===== src/logic/exv_pkg.sv =====
package exv_pkg;
    // psw field positions
    localparam int PSW_MODE_LSB = 0;
    localparam int PSW_MODE_W = 5;
    localparam int PSW_T_BIT = 5;
    localparam int PSW_F_BIT = 6;
    localparam int PSW_I_BIT = 7;
    localparam logic [31:0] PSW_RESET = 32'h0000_00d3; // svc, i and f set, t clear
    localparam logic [31:0] PSW_WR_MASK = 32'h0000_00ff; // software-writable psw bits

    // mode codes; only supervisor is fixed, the rest are plain defaults
    localparam logic [4:0] MODE_SVC = 5'h13;
    localparam logic [4:0] MODE_UND = 5'h1b;
    localparam logic [4:0] MODE_ABT = 5'h17;
    localparam logic [4:0] MODE_IRQ = 5'h12;
    localparam logic [4:0] MODE_FIQ = 5'h11;

    // vector addresses
    localparam logic [31:0] VEC_RESET = 32'h0000_0000;
    localparam logic [31:0] VEC_UNDEF = 32'h0000_0004;
    localparam logic [31:0] VEC_SWTRAP = 32'h0000_0008;
    localparam logic [31:0] VEC_PABORT = 32'h0000_000c;
    localparam logic [31:0] VEC_DABORT = 32'h0000_0010;
    localparam logic [31:0] VEC_RSVD = 32'h0000_0014; // never used by any exception
    localparam logic [31:0] VEC_IRQ = 32'h0000_0018;
    localparam logic [31:0] VEC_FIQ = 32'h0000_001c;
    localparam logic [31:0] WORD_STEP = 32'h0000_0004;
    localparam logic [31:0] RET_OFS4 = 32'h0000_0004;
    localparam logic [31:0] RET_OFS8 = 32'h0000_0008;

    // latency figures in processor cycles
    localparam int T_SYNC_MAX = 3;
    localparam int T_SYNC_MIN = 2;
    localparam int T_LDM = 20;
    localparam int T_EXC = 3;
    localparam int T_FIQ = 2;
    localparam int T_FIQ_WORST = T_SYNC_MAX + T_LDM + T_EXC + T_FIQ;
    localparam int T_IRQ_MIN = T_SYNC_MIN + T_FIQ;

    // apb register byte offsets
    localparam logic [7:0] REG_PSW = 8'h00;
    localparam logic [7:0] REG_LINK_SUP = 8'h04;
    localparam logic [7:0] REG_SAVED_SUP = 8'h08;
    localparam logic [7:0] REG_CAUSE = 8'h0c;
    localparam int CAUSE_RESET_BIT = 8;

    typedef enum logic [2:0] {
        EXC_RESET, EXC_UNDEF, EXC_SWTRAP, EXC_PABORT, EXC_DABORT, EXC_IRQ, EXC_FIQ
    } exv_exc_type;

    // vector address of an exception
    function automatic logic [31:0] vector_of(input exv_exc_type k);
        unique case (k)
            EXC_RESET: vector_of = VEC_RESET;
            EXC_UNDEF: vector_of = VEC_UNDEF;
            EXC_SWTRAP: vector_of = VEC_SWTRAP;
            EXC_PABORT: vector_of = VEC_PABORT;
            EXC_DABORT: vector_of = VEC_DABORT;
            EXC_IRQ: vector_of = VEC_IRQ;
            default: vector_of = VEC_FIQ;
        endcase
    endfunction

    // mode entered by an exception
    function automatic logic [4:0] mode_of(input exv_exc_type k);
        unique case (k)
            EXC_UNDEF: mode_of = MODE_UND;
            EXC_PABORT, EXC_DABORT: mode_of = MODE_ABT;
            EXC_IRQ: mode_of = MODE_IRQ;
            EXC_FIQ: mode_of = MODE_FIQ;
            default: mode_of = MODE_SVC;
        endcase
    endfunction
endpackage


===== src/logic/exv_unit.sv =====
// Behaviour
// - reset, undefined, trap vectors 0x0/0x4/0x8
// - aborts at 0xc/0x10; 0x14 unused
// - normal irq 0x18, fast irq 0x1c
// - fixed priority, reset highest, decode traps lowest
// - undefined and trap never coincide
// - data abort entry then fast irq at once
// - fast irq worst latency bounded by sum
// - least interrupt latency is four cycles
// - normal irq may wait behind fast irq
// - reset low: abandon, fetch incrementing words
// - reset release saves pc and status
// - reset release: supervisor, masks set, t clear
// - after reset fetch from zero, 32-bit state
// - not every unassigned encoding must trap
// - entry saves link, status, mode, fetches vector
// - fast irq masked by f, sampled per instruction
// - fast irq entry also masks normal irq
//
// Local design decisions: the register addresses and the APB register port.
`timescale 1ns/100ps
`default_nettype none
module exv_unit (
    input wire logic pclk, // 25 mhz processor clock
    input wire logic presetn, // async reset, active low
    input wire logic psel, // apb select
    input wire logic penable, // apb access phase
    input wire logic pwrite, // apb write
    input wire logic [7:0] paddr, // apb byte address
    input wire logic [31:0] pwdata, // apb write data
    output logic [31:0] prdata, // apb read data
    output logic pready, // apb ready
    output logic pslverr, // apb error, unmapped address
    input wire logic active_low_reset_in, // core reset pin, active low
    input wire logic fiq_n, // fast interrupt pin, active low
    input wire logic irq_n, // normal interrupt pin, active low
    input wire logic data_abort, // memory aborted a data access
    input wire logic prefetch_abort, // executing instruction was fetch-aborted
    input wire logic undef_req, // decode: undefined instruction
    input wire logic swtrap_req, // decode: software_trap
    input wire logic instr_exec, // instruction really executes this cycle
    input wire logic instr_end, // last cycle of current instruction
    input wire logic [31:0] cur_pc, // address of executing instruction
    output logic [31:0] fetch_addr, // next fetch address
    output logic fetch_load, // pulse: pipeline refills from fetch_addr
    output logic abandon, // core held in reset, discard work
    output logic entry_busy, // exception entry in progress, stall
    output logic exc_taken, // pulse: an entry has completed
    output exv_pkg::exv_exc_type exc_kind, // kind of latest entry
    output logic [31:0] psw, // program_status_word
    output logic [31:0] link_reg_supervisor, // supervisor link register
    output logic [31:0] saved_status_supervisor // supervisor saved status
);
    typedef enum logic [1:0] {ST_RESET, ST_RUN, ST_ENTRY} exv_state_type;

    // pin synchronisers, two flops each; stage one is read only by stage two
    logic [2:0] sync1_q; // first stage: reset, fiq, irq
    logic [2:0] sync2_q; // second stage
    logic rst_in_s; // synchronised core reset, active low
    logic fiq_s; // synchronised fast irq request, active high
    logic irq_s; // synchronised normal irq request, active high

    always_ff @(posedge pclk or negedge presetn)
    begin
        if (!presetn)
        begin
            sync1_q <= 3'h0;
            sync2_q <= 3'h0;
        end
        else
        begin
            sync1_q <= {active_low_reset_in, ~fiq_n, ~irq_n};
            sync2_q <= sync1_q;
        end
    end
    assign rst_in_s = sync2_q[2];
    assign fiq_s = sync2_q[1];
    assign irq_s = sync2_q[0];

    // sequencer state
    exv_state_type state_q, state_d; // core sequence
    logic [31:0] fetch_q, fetch_d; // fetch address
    logic load_q, load_d; // refill pulse
    logic taken_q, taken_d; // entry-complete pulse
    exv_pkg::exv_exc_type kind_q, kind_d; // exception being entered
    logic [1:0] cnt_q, cnt_d; // entry cycles left
    logic chain_q, chain_d; // data abort entry just completed
    logic dabt_q, dabt_d; // pending data abort
    logic [31:0] psw_q, psw_d; // program_status_word
    logic [31:0] link_q [5]; // banked link registers, one per mode
    logic [31:0] saved_q [5]; // banked saved status, one per mode
    logic [31:0] link_d [5];
    logic [31:0] saved_d [5];
    logic [2:0] bank_sel; // bank written on entry
    logic fiq_ok; // fast irq visible to the arbiter
    logic irq_ok; // normal irq visible to the arbiter
    logic window; // point where requests may be taken
    logic win_valid; // arbiter found a winner
    exv_pkg::exv_exc_type win_kind; // arbiter winner
    logic apb_wr; // write takes effect this edge
    logic pready_q, pready_d; // apb ready, one cycle after access starts
    logic pslverr_q, pslverr_d; // error for unmapped address
    logic [31:0] prdata_q, prdata_d; // captured read data

    // bank index of an exception's mode
    function automatic logic [2:0] bank_of(input exv_pkg::exv_exc_type k);
        unique case (k)
            exv_pkg::EXC_UNDEF: bank_of = 3'h1;
            exv_pkg::EXC_PABORT, exv_pkg::EXC_DABORT: bank_of = 3'h2;
            exv_pkg::EXC_IRQ: bank_of = 3'h3;
            exv_pkg::EXC_FIQ: bank_of = 3'h4;
            default: bank_of = 3'h0;
        endcase
    endfunction

    // return address saved in the link register
    function automatic logic [31:0] ret_addr(input exv_pkg::exv_exc_type k,
                                             input logic [31:0] base);
        if (k == exv_pkg::EXC_DABORT)
        begin
            ret_addr = base + exv_pkg::RET_OFS8;
        end
        else
        begin
            ret_addr = base + exv_pkg::RET_OFS4;
        end
    endfunction

    // masking and the sampling window
    assign fiq_ok = fiq_s & ~psw_q[exv_pkg::PSW_F_BIT];
    assign irq_ok = irq_s & ~psw_q[exv_pkg::PSW_I_BIT];
    // after a data abort entry the fast irq goes at once, no instruction between
    assign window = instr_end | (chain_q & fiq_ok);
    assign apb_wr = psel & penable & pwrite & pready_q & (paddr == exv_pkg::REG_PSW);

    // decode traps count only for an instruction that really executes;
    // unassigned encodings that decode does not flag simply run on
    exv_prio u_prio (
        .dabort(dabt_q),
        .fiq(fiq_ok),
        .irq(irq_ok),
        .pabort(prefetch_abort & instr_exec),
        .undef(undef_req & instr_exec),
        .swtrap(swtrap_req & instr_exec),
        .valid(win_valid),
        .kind(win_kind)
    );

    assign bank_sel = bank_of(win_kind);

    // next-state logic for the whole sequence
    always_comb
    begin
        state_d = state_q;
        fetch_d = fetch_q;
        load_d = 1'b0;
        taken_d = 1'b0;
        kind_d = kind_q;
        cnt_d = cnt_q;
        chain_d = chain_q;
        // a new abort beats the clear of the one being taken
        dabt_d = dabt_q | data_abort;
        psw_d = psw_q;
        link_d = link_q;
        saved_d = saved_q;
        if (apb_wr)
        begin
            // software steers masks and mode; hardware entry below overrides
            psw_d = (psw_q & ~exv_pkg::PSW_WR_MASK) | (pwdata & exv_pkg::PSW_WR_MASK);
        end
        if (!rst_in_s)
        begin
            // hold: drop work, walk fetch address word by word
            state_d = ST_RESET;
            fetch_d = fetch_q + exv_pkg::WORD_STEP;
            dabt_d = 1'b0;
            chain_d = 1'b0;
        end
        else
        begin
            unique case (state_q)
                ST_RESET:
                begin
                    // release: save pc/status, enter supervisor at zero
                    link_d[0] = cur_pc;
                    saved_d[0] = psw_q;
                    psw_d[exv_pkg::PSW_MODE_LSB +: exv_pkg::PSW_MODE_W] = exv_pkg::MODE_SVC;
                    psw_d[exv_pkg::PSW_I_BIT] = 1'b1;
                    psw_d[exv_pkg::PSW_F_BIT] = 1'b1;
                    psw_d[exv_pkg::PSW_T_BIT] = 1'b0;
                    fetch_d = exv_pkg::vector_of(exv_pkg::EXC_RESET);
                    load_d = 1'b1;
                    taken_d = 1'b1;
                    kind_d = exv_pkg::EXC_RESET;
                    state_d = ST_RUN;
                end
                ST_RUN:
                begin
                    chain_d = 1'b0;
                    if (window && win_valid)
                    begin
                        // save context now, refill once the entry time has run
                        kind_d = win_kind;
                        link_d[bank_sel] = ret_addr(win_kind,
                            chain_q ? exv_pkg::VEC_DABORT : cur_pc);
                        saved_d[bank_sel] = psw_q;
                        if (win_kind == exv_pkg::EXC_DABORT)
                        begin
                            dabt_d = data_abort;
                            cnt_d = 2'(exv_pkg::T_EXC - 1);
                        end
                        else
                        begin
                            cnt_d = 2'(exv_pkg::T_FIQ - 1);
                        end
                        state_d = ST_ENTRY;
                    end
                end
                ST_ENTRY:
                begin
                    if (cnt_q == 2'h1)
                    begin
                        // last entry cycle: new mode, masks, fetch from vector
                        psw_d[exv_pkg::PSW_MODE_LSB +: exv_pkg::PSW_MODE_W] =
                            exv_pkg::mode_of(kind_q);
                        psw_d[exv_pkg::PSW_I_BIT] = 1'b1;
                        psw_d[exv_pkg::PSW_T_BIT] = 1'b0;
                        if (kind_q == exv_pkg::EXC_FIQ)
                        begin
                            psw_d[exv_pkg::PSW_F_BIT] = 1'b1;
                        end
                        fetch_d = exv_pkg::vector_of(kind_q);
                        load_d = 1'b1;
                        taken_d = 1'b1;
                        chain_d = (kind_q == exv_pkg::EXC_DABORT);
                        state_d = ST_RUN;
                    end
                    cnt_d = cnt_q - 2'h1;
                end
                default:
                begin
                    state_d = ST_RESET;
                end
            endcase
        end
    end

    // sequence registers
    always_ff @(posedge pclk or negedge presetn)
    begin
        if (!presetn)
        begin
            state_q <= ST_RESET;
            fetch_q <= exv_pkg::VEC_RESET;
            load_q <= 1'b0;
            taken_q <= 1'b0;
            kind_q <= exv_pkg::EXC_RESET;
            cnt_q <= 2'h0;
            chain_q <= 1'b0;
            dabt_q <= 1'b0;
            psw_q <= exv_pkg::PSW_RESET;
            for (int i = 0; i < 5; i++)
            begin
                link_q[i] <= 32'h0000_0000;
                saved_q[i] <= 32'h0000_0000;
            end
        end
        else
        begin
            state_q <= state_d;
            fetch_q <= fetch_d;
            load_q <= load_d;
            taken_q <= taken_d;
            kind_q <= kind_d;
            cnt_q <= cnt_d;
            chain_q <= chain_d;
            dabt_q <= dabt_d;
            psw_q <= psw_d;
            link_q <= link_d;
            saved_q <= saved_d;
        end
    end

    // apb slave: one wait state, so ready and read data come from flops
    always_comb
    begin
        pready_d = psel & penable & ~pready_q;
        pslverr_d = 1'b0;
        prdata_d = 32'h0000_0000;
        if (pready_d)
        begin
            unique case (paddr)
                exv_pkg::REG_PSW: prdata_d = psw_q;
                exv_pkg::REG_LINK_SUP: prdata_d = link_q[0];
                exv_pkg::REG_SAVED_SUP: prdata_d = saved_q[0];
                exv_pkg::REG_CAUSE:
                begin
                    prdata_d[2:0] = kind_q;
                    prdata_d[exv_pkg::CAUSE_RESET_BIT] = (state_q == ST_RESET);
                end
                default: pslverr_d = 1'b1;
            endcase
        end
    end

    always_ff @(posedge pclk or negedge presetn)
    begin
        if (!presetn)
        begin
            pready_q <= 1'b0;
            pslverr_q <= 1'b0;
            prdata_q <= 32'h0000_0000;
        end
        else
        begin
            pready_q <= pready_d;
            pslverr_q <= pslverr_d;
            prdata_q <= prdata_d;
        end
    end

    // outputs from flops; abandon and entry_busy are decoded from state_q
    assign prdata = prdata_q;
    assign pready = pready_q;
    assign pslverr = pslverr_q;
    assign fetch_addr = fetch_q;
    assign fetch_load = load_q;
    assign abandon = (state_q == ST_RESET);
    assign entry_busy = (state_q == ST_ENTRY);
    assign exc_taken = taken_q;
    assign exc_kind = kind_q;
    assign psw = psw_q;
    assign link_reg_supervisor = link_q[0];
    assign saved_status_supervisor = saved_q[0];
endmodule
`default_nettype wire


===== src/logic/exv_prio.sv =====
`timescale 1ns/100ps
`default_nettype none
// fixed-priority pick among the requests sampled this cycle
module exv_prio (
    input wire logic dabort, // data abort pending
    input wire logic fiq, // fast interrupt, already masked
    input wire logic irq, // normal interrupt, already masked
    input wire logic pabort, // prefetch abort on executing instruction
    input wire logic undef, // undefined instruction on executing instruction
    input wire logic swtrap, // software trap on executing instruction
    output logic valid, // some exception wins
    output exv_pkg::exv_exc_type kind // the winner
);
    // reset is handled by the sequencer, not here
    always_comb
    begin
        valid = 1'b1;
        kind = exv_pkg::EXC_UNDEF;
        if (dabort)
        begin
            kind = exv_pkg::EXC_DABORT;
        end
        else if (fiq)
        begin
            kind = exv_pkg::EXC_FIQ;
        end
        else if (irq)
        begin
            kind = exv_pkg::EXC_IRQ;
        end
        else if (pabort)
        begin
            kind = exv_pkg::EXC_PABORT;
        end
        else if (swtrap)
        begin
            // decode never raises both, so their order is arbitrary
            kind = exv_pkg::EXC_SWTRAP;
        end
        else
        begin
            valid = undef;
        end
    end
endmodule
`default_nettype wire


===== config.mk =====
export PLATFORM = sky130hd
export DESIGN_NAME = exv_unit
export DESIGN_NICKNAME = d
export VERILOG_FILES = /design/src/logic/exv_pkg.sv /design/src/logic/exv_unit.sv /design/src/logic/exv_prio.sv
export SDC_FILE = /design/constraint.sdc
export NUM_CORES = 1
export LEC_CHECK = 0
export BUFFER_PORTS_ARGS = -buffer_cell sky130_fd_sc_hd__buf_2
export CAP_MARGIN = 20
export CORE_MARGIN = 2
export CORE_UTILIZATION = 55
export CTS_BUF_LIST = sky130_fd_sc_hd__clkbuf_2
export CTS_CLUSTER_SIZE = 24
export DETAILED_ROUTE_END_ITERATION = 8
export PLACE_DENSITY = 0.89
export SLEW_MARGIN = 20
export SYNTH_ARGS = -nofsm -noshare
export SYNTH_HDL_FRONTEND = slang
export SYNTH_SLANG_ARGS = --single-unit

===== constraint.sdc =====
create_clock -name pclk -period 4.8 [get_ports pclk]
set_input_delay 0.24 -clock pclk [delete_from_list [all_inputs] [get_ports pclk]]
set_output_delay 0.24 -clock pclk [all_outputs]
set_load 0.02 [all_outputs]

==> results.yml, run 1 <==
cells_and_area:
  syn2layout_area_growth_pct: 24.9
  post_route_cells_drive_above_1_share: 0.254
  multi_input_area_mm2: 0.00327
  fillers: 854
  finalNonFillerCells: 1147
  final_cell_mix: "179 x buf_2, 123 x dfrtp_1, 70 x dlygate4sd3_1"
  final_util: 0.709
  seq_area_mm2: 0.00321
  final_nets: 1051
  final_common_cell: "buf_2"
timing:
  finalSetupTns_ns: 0
  setup_slack_ns: 0.559
  clock.fmax_ghz: 0.236
  finClkSkew_ns: 0.0291
  slew_violations: 0
  finalCriticalPeriod_ns: 4.24
  slew_headroom: 0.318
  tightest_slew_ns: 1.02
  period_share: 0.884
  rsz0062_at_grt: "no"
  finalHoldViolCount: 0
  finalSetupViolCount: 0
grt:
  grt_pass1_wl_mm: 30.2
  grt_pass1_vias: 6184
  grt_max_degree: 71
  grt_overflow_total: 0
  antenna_found_initial: 2
  track_usage: 0.291
clock_tree:
  post-cts-setup-buffers: 0
  clkSinkCount: 128
  cts_tree: "yes"
  cts_root_buf: "clkbuf_2"
  cts_htree_levels: 4
  insertion_delay_ns: 0.71
  clkTransAtPathRegs_ns: 0.17
  cts_buffers: 17
  clock_path_buffers: 2
synth:
  synth_top_area_share: 0.448
  yosysSeqAreaShare: 0.467
  synth_flop_cell: "dfrtp_1"
  synthesis.area_mm2: 0.00688
  syn_area_per_cell_um2: 9.51
  yosysTopAreaCell: "dfrtp_1"
  async_reset_ff_frac: 1.00
  ys_warn_count: 0
  synthCells: 723
  synth_edf_count: 0
  synth.distinct_cells: 64
  yosys-top-cells-area: "dfrtp_1 45%, buf_4 5.7%, mux2i_1 3.8%"
  synth-seq-cells: 128
critical_path:
  path_class: "register to register"
  crit_path_max_incr_delay_ns: 0.62
  cp_data_arrival_time_ns: 4.88
  path_max_fanout: 26
  endpoint_kind: "register"
  crit_chain: "nand2b_1, nor4_1, nand2_1, a31oi_1, o21ai_0, dlygate4sd3_1, a31oi_1, dlygate4sd3_1"
  worstPathRequired_ns: 5.44
  cpMaxStageDelayCell: "nand2b_1"
  startpoint_type: "register"
power:
  power_density_mw_per_mm2: 321
  p_leak_nw: 4.19
  finalPower_mw: 2.76
  peakVddDrop_mv: 0.316
floorplanning:
  fp.dieW_um: 116
  start_util: 0.568
  coreArea_mm2: 0.0121
  row_count: 40
  fp.dieH_um: 116
  io_pins: 255
  die_area_mm2: 0.0134
detailed_routing:
  drc: 0
  wl_per_cell_um: 16.9
  first_pass_iters: 6
  drt_iter0_drc: 840
  detailroute.via_count: 6673
  via_per_inst: 5.82
  totalWireLength_mm: 19.4
  ant_nets: 0
placement:
  placed_cells: 1040
  io_buffer_count: 180
  place_congestion: 0.974
  dp.final_hpwl_mm: 12.6
  preCtsSetupSlack_ns: 1.72
status:
  status: "finished clean"
run:
  maxCapViolations: 0
hold_path:
  min_path_type: "primary input to register"
==> sequential cells by signal (all words and copies together) (netlist names) <==
| signal | count |
|---|---|
| link_reg_supervisor | 32 |
| prdata | 32 |
| fetch_addr | 30 |
| psw | 8 |
| saved_status_supervisor | 8 |
| exc_kind | 3 |
| sync1_q | 3 |
| sync2_q | 3 |
| cnt_q | 2 |
| state_q | 2 |
| chain_q | 1 |
| dabt_q | 1 |
| exc_taken | 1 |
| pready | 1 |
| pslverr | 1 |
==> what timing repair did <==
item,in CTS,in global routing
hold buffers,70,0
endpoints found under the hold margin,113,0
resized for setup,0,0
==> metal layers <==
layer	up-vias	track usage	share of wire
met1	3110	0.366	0.39
met5	-	0	0
li1	2967	-	-
met2	468	0.450	0.47
met3	128	0.0607	0.089
met4	0	0.206	0.060
==> synth_stat cells, types with 2 or more instances <==
master and instances:
inv_1 19, mux4_2 3, and4b_1 2, buf_1 3
nand3b_1 3, o211ai_1 5, ha_1 4, o2bb2ai_1 2
nand2_1 57, xnor2_1 5, a31oi_1 19, or4_1 4
nor4_4 3, nor4_1 6, o31ai_1 4, dfrtp_1 123
buf_2 8, o21a_1 6, nand2b_1 5, a21oi_1 42
xor2_1 2, a22oi_1 9, or3_1 6, nor2_1 68
and2_1 27, and3_1 10, mux2_2 12, nand3_1 37
a32oi_1 6, buf_4 52, nand4b_1 4, clkbuf_1 20
and4_1 4, nand4_1 16, a21boi_0 2, mux2i_1 26
or2_2 2, dfstp_2 5, o21ai_0 45, nor2b_1 12
nor3b_1 5, nor3_1 8
==> critical path: cells and delay by family (launching register included) <==
kind | cells | cell delay, ns
AO/OA/AOI/OAI | 3 | 0.59
buffers and inverters | 2 | 1.21
flip-flops | 1 | 0.59
AND/OR/NAND/NOR | 3 | 1.76
==> cell type report <==
type,count,share of cell area
multi-input cells,541,0.381
flip-flops and latches,128,0.374
repair buffers,254,0.191
well taps,168,0.0245
clock buffers,21,0.0122
clock inverters,11,0.00874
inverters,19,0.00830
diodes,5,0.00146
==> through the flow <==
step	hold slack (ns)	cell area, um^2
after floorplan	-0.0556	7060
after global placement	0.237	7690
after detailed placement	0.239	7690
after CTS	0.00989	8570
after global routing	0.0752	8580
final	0.0570	8590
==> cells by family (layout without fill, tap and decap cells) <==
kind of cell,after synthesis,in the layout,share of synthesized area
xor+xnor,7,7,0.00891
flops,128,128,0.467
compound gates,150,150,0.134
mux,41,41,0.0673
fa+ha+maj,4,4,0.00728
simple gates,289,289,0.230
buf+inv,103,305,0.0862
other cells,1,55,0.000545
==> power by group <==
group	total [mW]	leakage (nW)	switching, mW	internal, mW
clock network	0.559	0.123	0.377	0.182
logic	0.861	2.43	0.536	0.325
registers	1.34	1.64	0.131	1.21
total	2.76	4.19	1.04	1.71
==> worst paths after layout <==
| check | start | to | slack, ns | cells after the start |
|---|---|---|---|---|
| setup / recovery | state_q[0]$_DFFE_PN0P_ | link_reg_supervisor[18]$_DFFE_PN0P_ | 0.56 | 8 |
| setup reg to reg | state_q[0]$_DFFE_PN0P_ | link_reg_supervisor[18]$_DFFE_PN0P_ | 0.56 | 8 |
| hold / removal | instr_end | state_q[0]$_DFFE_PN0P_ | 0.06 | 5 |
| max in group asynchronous | presetn | pslverr$_DFF_PN0_ | 3.03 | 4 |
| hold reg to reg | sync1_q[2]$_DFF_PN0_ | sync2_q[2]$_DFF_PN0_ | 0.37 | 0 |
| min in group asynchronous | presetn | fetch_addr[31]$_DFFE_PN0P_ | 0.57 | 3 |
Power figures use the tool's default switching activity.
==> inputs of run 2 (changes only) <==
CELL_PAD_IN_SITES_DETAIL_PLACEMENT = 1   (was not set)
CELL_PAD_IN_SITES_GLOBAL_PLACEMENT = 2   (was not set)
CORE_UTILIZATION = 32   (was 55)
PLACE_DENSITY = 0.88   (was 0.89)
==> run 2 against run 1 <==
Against the previous run: power is 12% higher; final cell count grew 9.0%; wire length up 14%; cell area grew 3.0%; critical path type unchanged; critical endpoint is now link_reg_supervisor[14]$_DFFE_PN0P_.
==> results.yml, run 2 (same netlist as run 1, synthesis figures left out) <==
power:
  power_switching_share: 0.359
  p_clk_frac: 0.283
  peakVddDrop_mv: 0.159
  power_density_mw_per_mm2: 349
  p_int_mw: 1.98
  seq_power_share: 0.436
  p_leak_nw: 4.25
  p_sw_mw: 1.11
  finalPower_mw: 3.09
  p_comb_frac: 0.281
placement:
  io_buffer_count: 180
  place_congestion: 0.813
  dp.final_hpwl_mm: 15.0
  dpl_cell_area_mm2: 0.00784
timing:
  hold_slack_ns: 0.110
  finClkSkew_ns: 0.0309
  clock.fmax_ghz: 0.251
  finalSetupTns_ns: 0
  slew_headroom: 0.283
  period_share: 0.830
  slew_violations: 0
  finalCriticalPeriod_ns: 3.98
  tightest_slew_ns: 1.06
  rsz0062_at_grt: "no"
  finalSetupViolCount: 0
  finalHoldViolCount: 0
grt:
  grt_overflow_total: 0
  use_met1: 0.254
  gr-usage-met3: 0.0388
  antenna_found_initial: 1
  grt-busiest-layer: "met2"
  grt_pass1_wl_mm: 33.6
  track_usage: 0.190
  grt_max_degree: 81
  grt_pass1_vias: 6136
  use_met2: 0.309
hold_path:
  min_path_type: "primary input to asynchronous set/reset pin"
detailed_routing:
  wl_per_cell_um: 17.7
  detailroute.via_count: 6331
  ant_nets: 0
  via_per_inst: 5.06
  totalWireLength_mm: 22.1
  drt_iter0_drc: 309
  first_pass_iters: 4
  drc: 0
floorplanning:
  fp.dieH_um: 151
  io_pins: 255
  start_util: 0.326
  row_count: 53
  fp.dieW_um: 151
  die_area_mm2: 0.0227
  coreArea_mm2: 0.0211
critical_path:
  startpoint_type: "register"
  endpoint_kind: "register"
  path_max_fanout: 17
  endpoint: "link_reg_supervisor[14]$_DFFE_PN0P_"
  cpMaxStageDelayCell: "dfrtp_1"
  cp_num_buf_inv: 2
  crit_family: "buffers and inverters"
  crit_chain: "nor2b_1, ha_1, mux2_2, nand3_1, nor4_1, a31oi_1, o21ai_0, dlygate4sd3_1, a31oi_1, dlygate4sd3_1"
  path_class: "register to register"
  cp_data_arrival_time_ns: 4.61
  worst-r2r-setup-slack_ns: 0.82
  reg2reg_depth: 10
  r2r-end: "link_reg_supervisor[14]$_DFFE_PN0P_"
  cp-startpoint: "chain_q$_DFFE_PN0P_"
  crit_path_max_incr_delay_ns: 0.65
  worstPathRequired_ns: 5.43
  worst-path-stages: 10
  r2r-start: "chain_q$_DFFE_PN0P_"
cells_and_area:
  design_area_mm2: 0.00885
  syn2layout_area_growth_pct: 28.6
  final_nets: 1051
  final_common_cell: "buf_2"
  final_cell_mix: "179 x buf_2, 123 x dfrtp_1, 69 x dlygate4sd3_1"
  final_util: 0.420
  post_route_cells_drive_above_1_share: 0.259
status:
  status: "finished clean"
clock_tree:
  clock_path_buffers: 2
  insertion_delay_ns: 0.72
  cts_htree_levels: 4
  cts_tree: "yes"
  clkTransAtPathRegs_ns: 0.20
  post-cts-setup-buffers: 0
  clkSinkCount: 128
  cts_buffers: 17
  cts_root_buf: "clkbuf_2"
run:
  maxCapViolations: 0
## run 2: cell count changes in the layout (fill, tap and decap cells not counted)
cell and delta:
diode_2 -4, bufinv_16 +5, clkbuf_2 -1, clkinv_1 -4
dlygate4sd3_1 -1, buf_4 +1, clkinv_4 +1, clkinv_2 -1
## run 2: through the flow
stage	std cells	setup slack (ns)
2_1_floorplan	772	2.39
6_report	1250	0.817
4_1_cts	1249	1.00
3_5_place_dp	1148	1.86
3_3_place_gp	1148	1.94
5_1_grt	1250	0.629
## run 2: repair_timing
item | CTS | global route
endpoints found under the hold margin | 135 | 0
resized for setup | 0 | 0
hold buffers | 69 | 0
## run 2: power by group through the flow
stage	logic, mW	registers (mW)	clock network (mW)
detailed placement	0.778	1.37	0
CTS	0.866	1.35	0.896
floorplan	0.401	1.46	0
finish	0.869	1.35	0.874
global route	0.948	1.37	0.937
global placement	0.762	1.36	0
## run 2: worst min-delay path by stage
stage | cells after the start | slack (ns) | endpoint | start
floorplan | 0 | -0.06 | chain_q$_DFFE_PN0P_ | presetn
finish | 2 | 0.11 | fetch_addr[10]$_DFFE_PN0P_ | presetn
global route | 2 | 0.05 | sync1_q[2]$_DFF_PN0_ | active_low_reset_in
CTS | 6 | 0.05 | state_q[0]$_DFFE_PN0P_ | undef_req
global placement | 0 | 0.33 | sync2_q[2]$_DFF_PN0_ | sync1_q[2]$_DFF_PN0_
detailed placement | 0 | 0.34 | sync2_q[2]$_DFF_PN0_ | sync1_q[2]$_DFF_PN0_
## run 2: final cells by class
type	instances	area, um^2
well taps	275	344
multi-input cells	541	3270
inverters	19	71.3
diodes	1	2.50
clock inverters	12	214
repair buffers	254	1640
clock buffers	20	100
flip-flops and latches	128	3210
fillers	2532	12200
## run 2: per-layer routing
metal / part of all wire / wire length, um / vias to the layer above
met4: 0.020 / 437 / 0
met2: 0.49 / 10700 / 201
li1: - / - / 2960
met1: 0.44 / 9820 / 3131
met3: 0.049 / 1090 / 39
met5: 0 / 0 / -
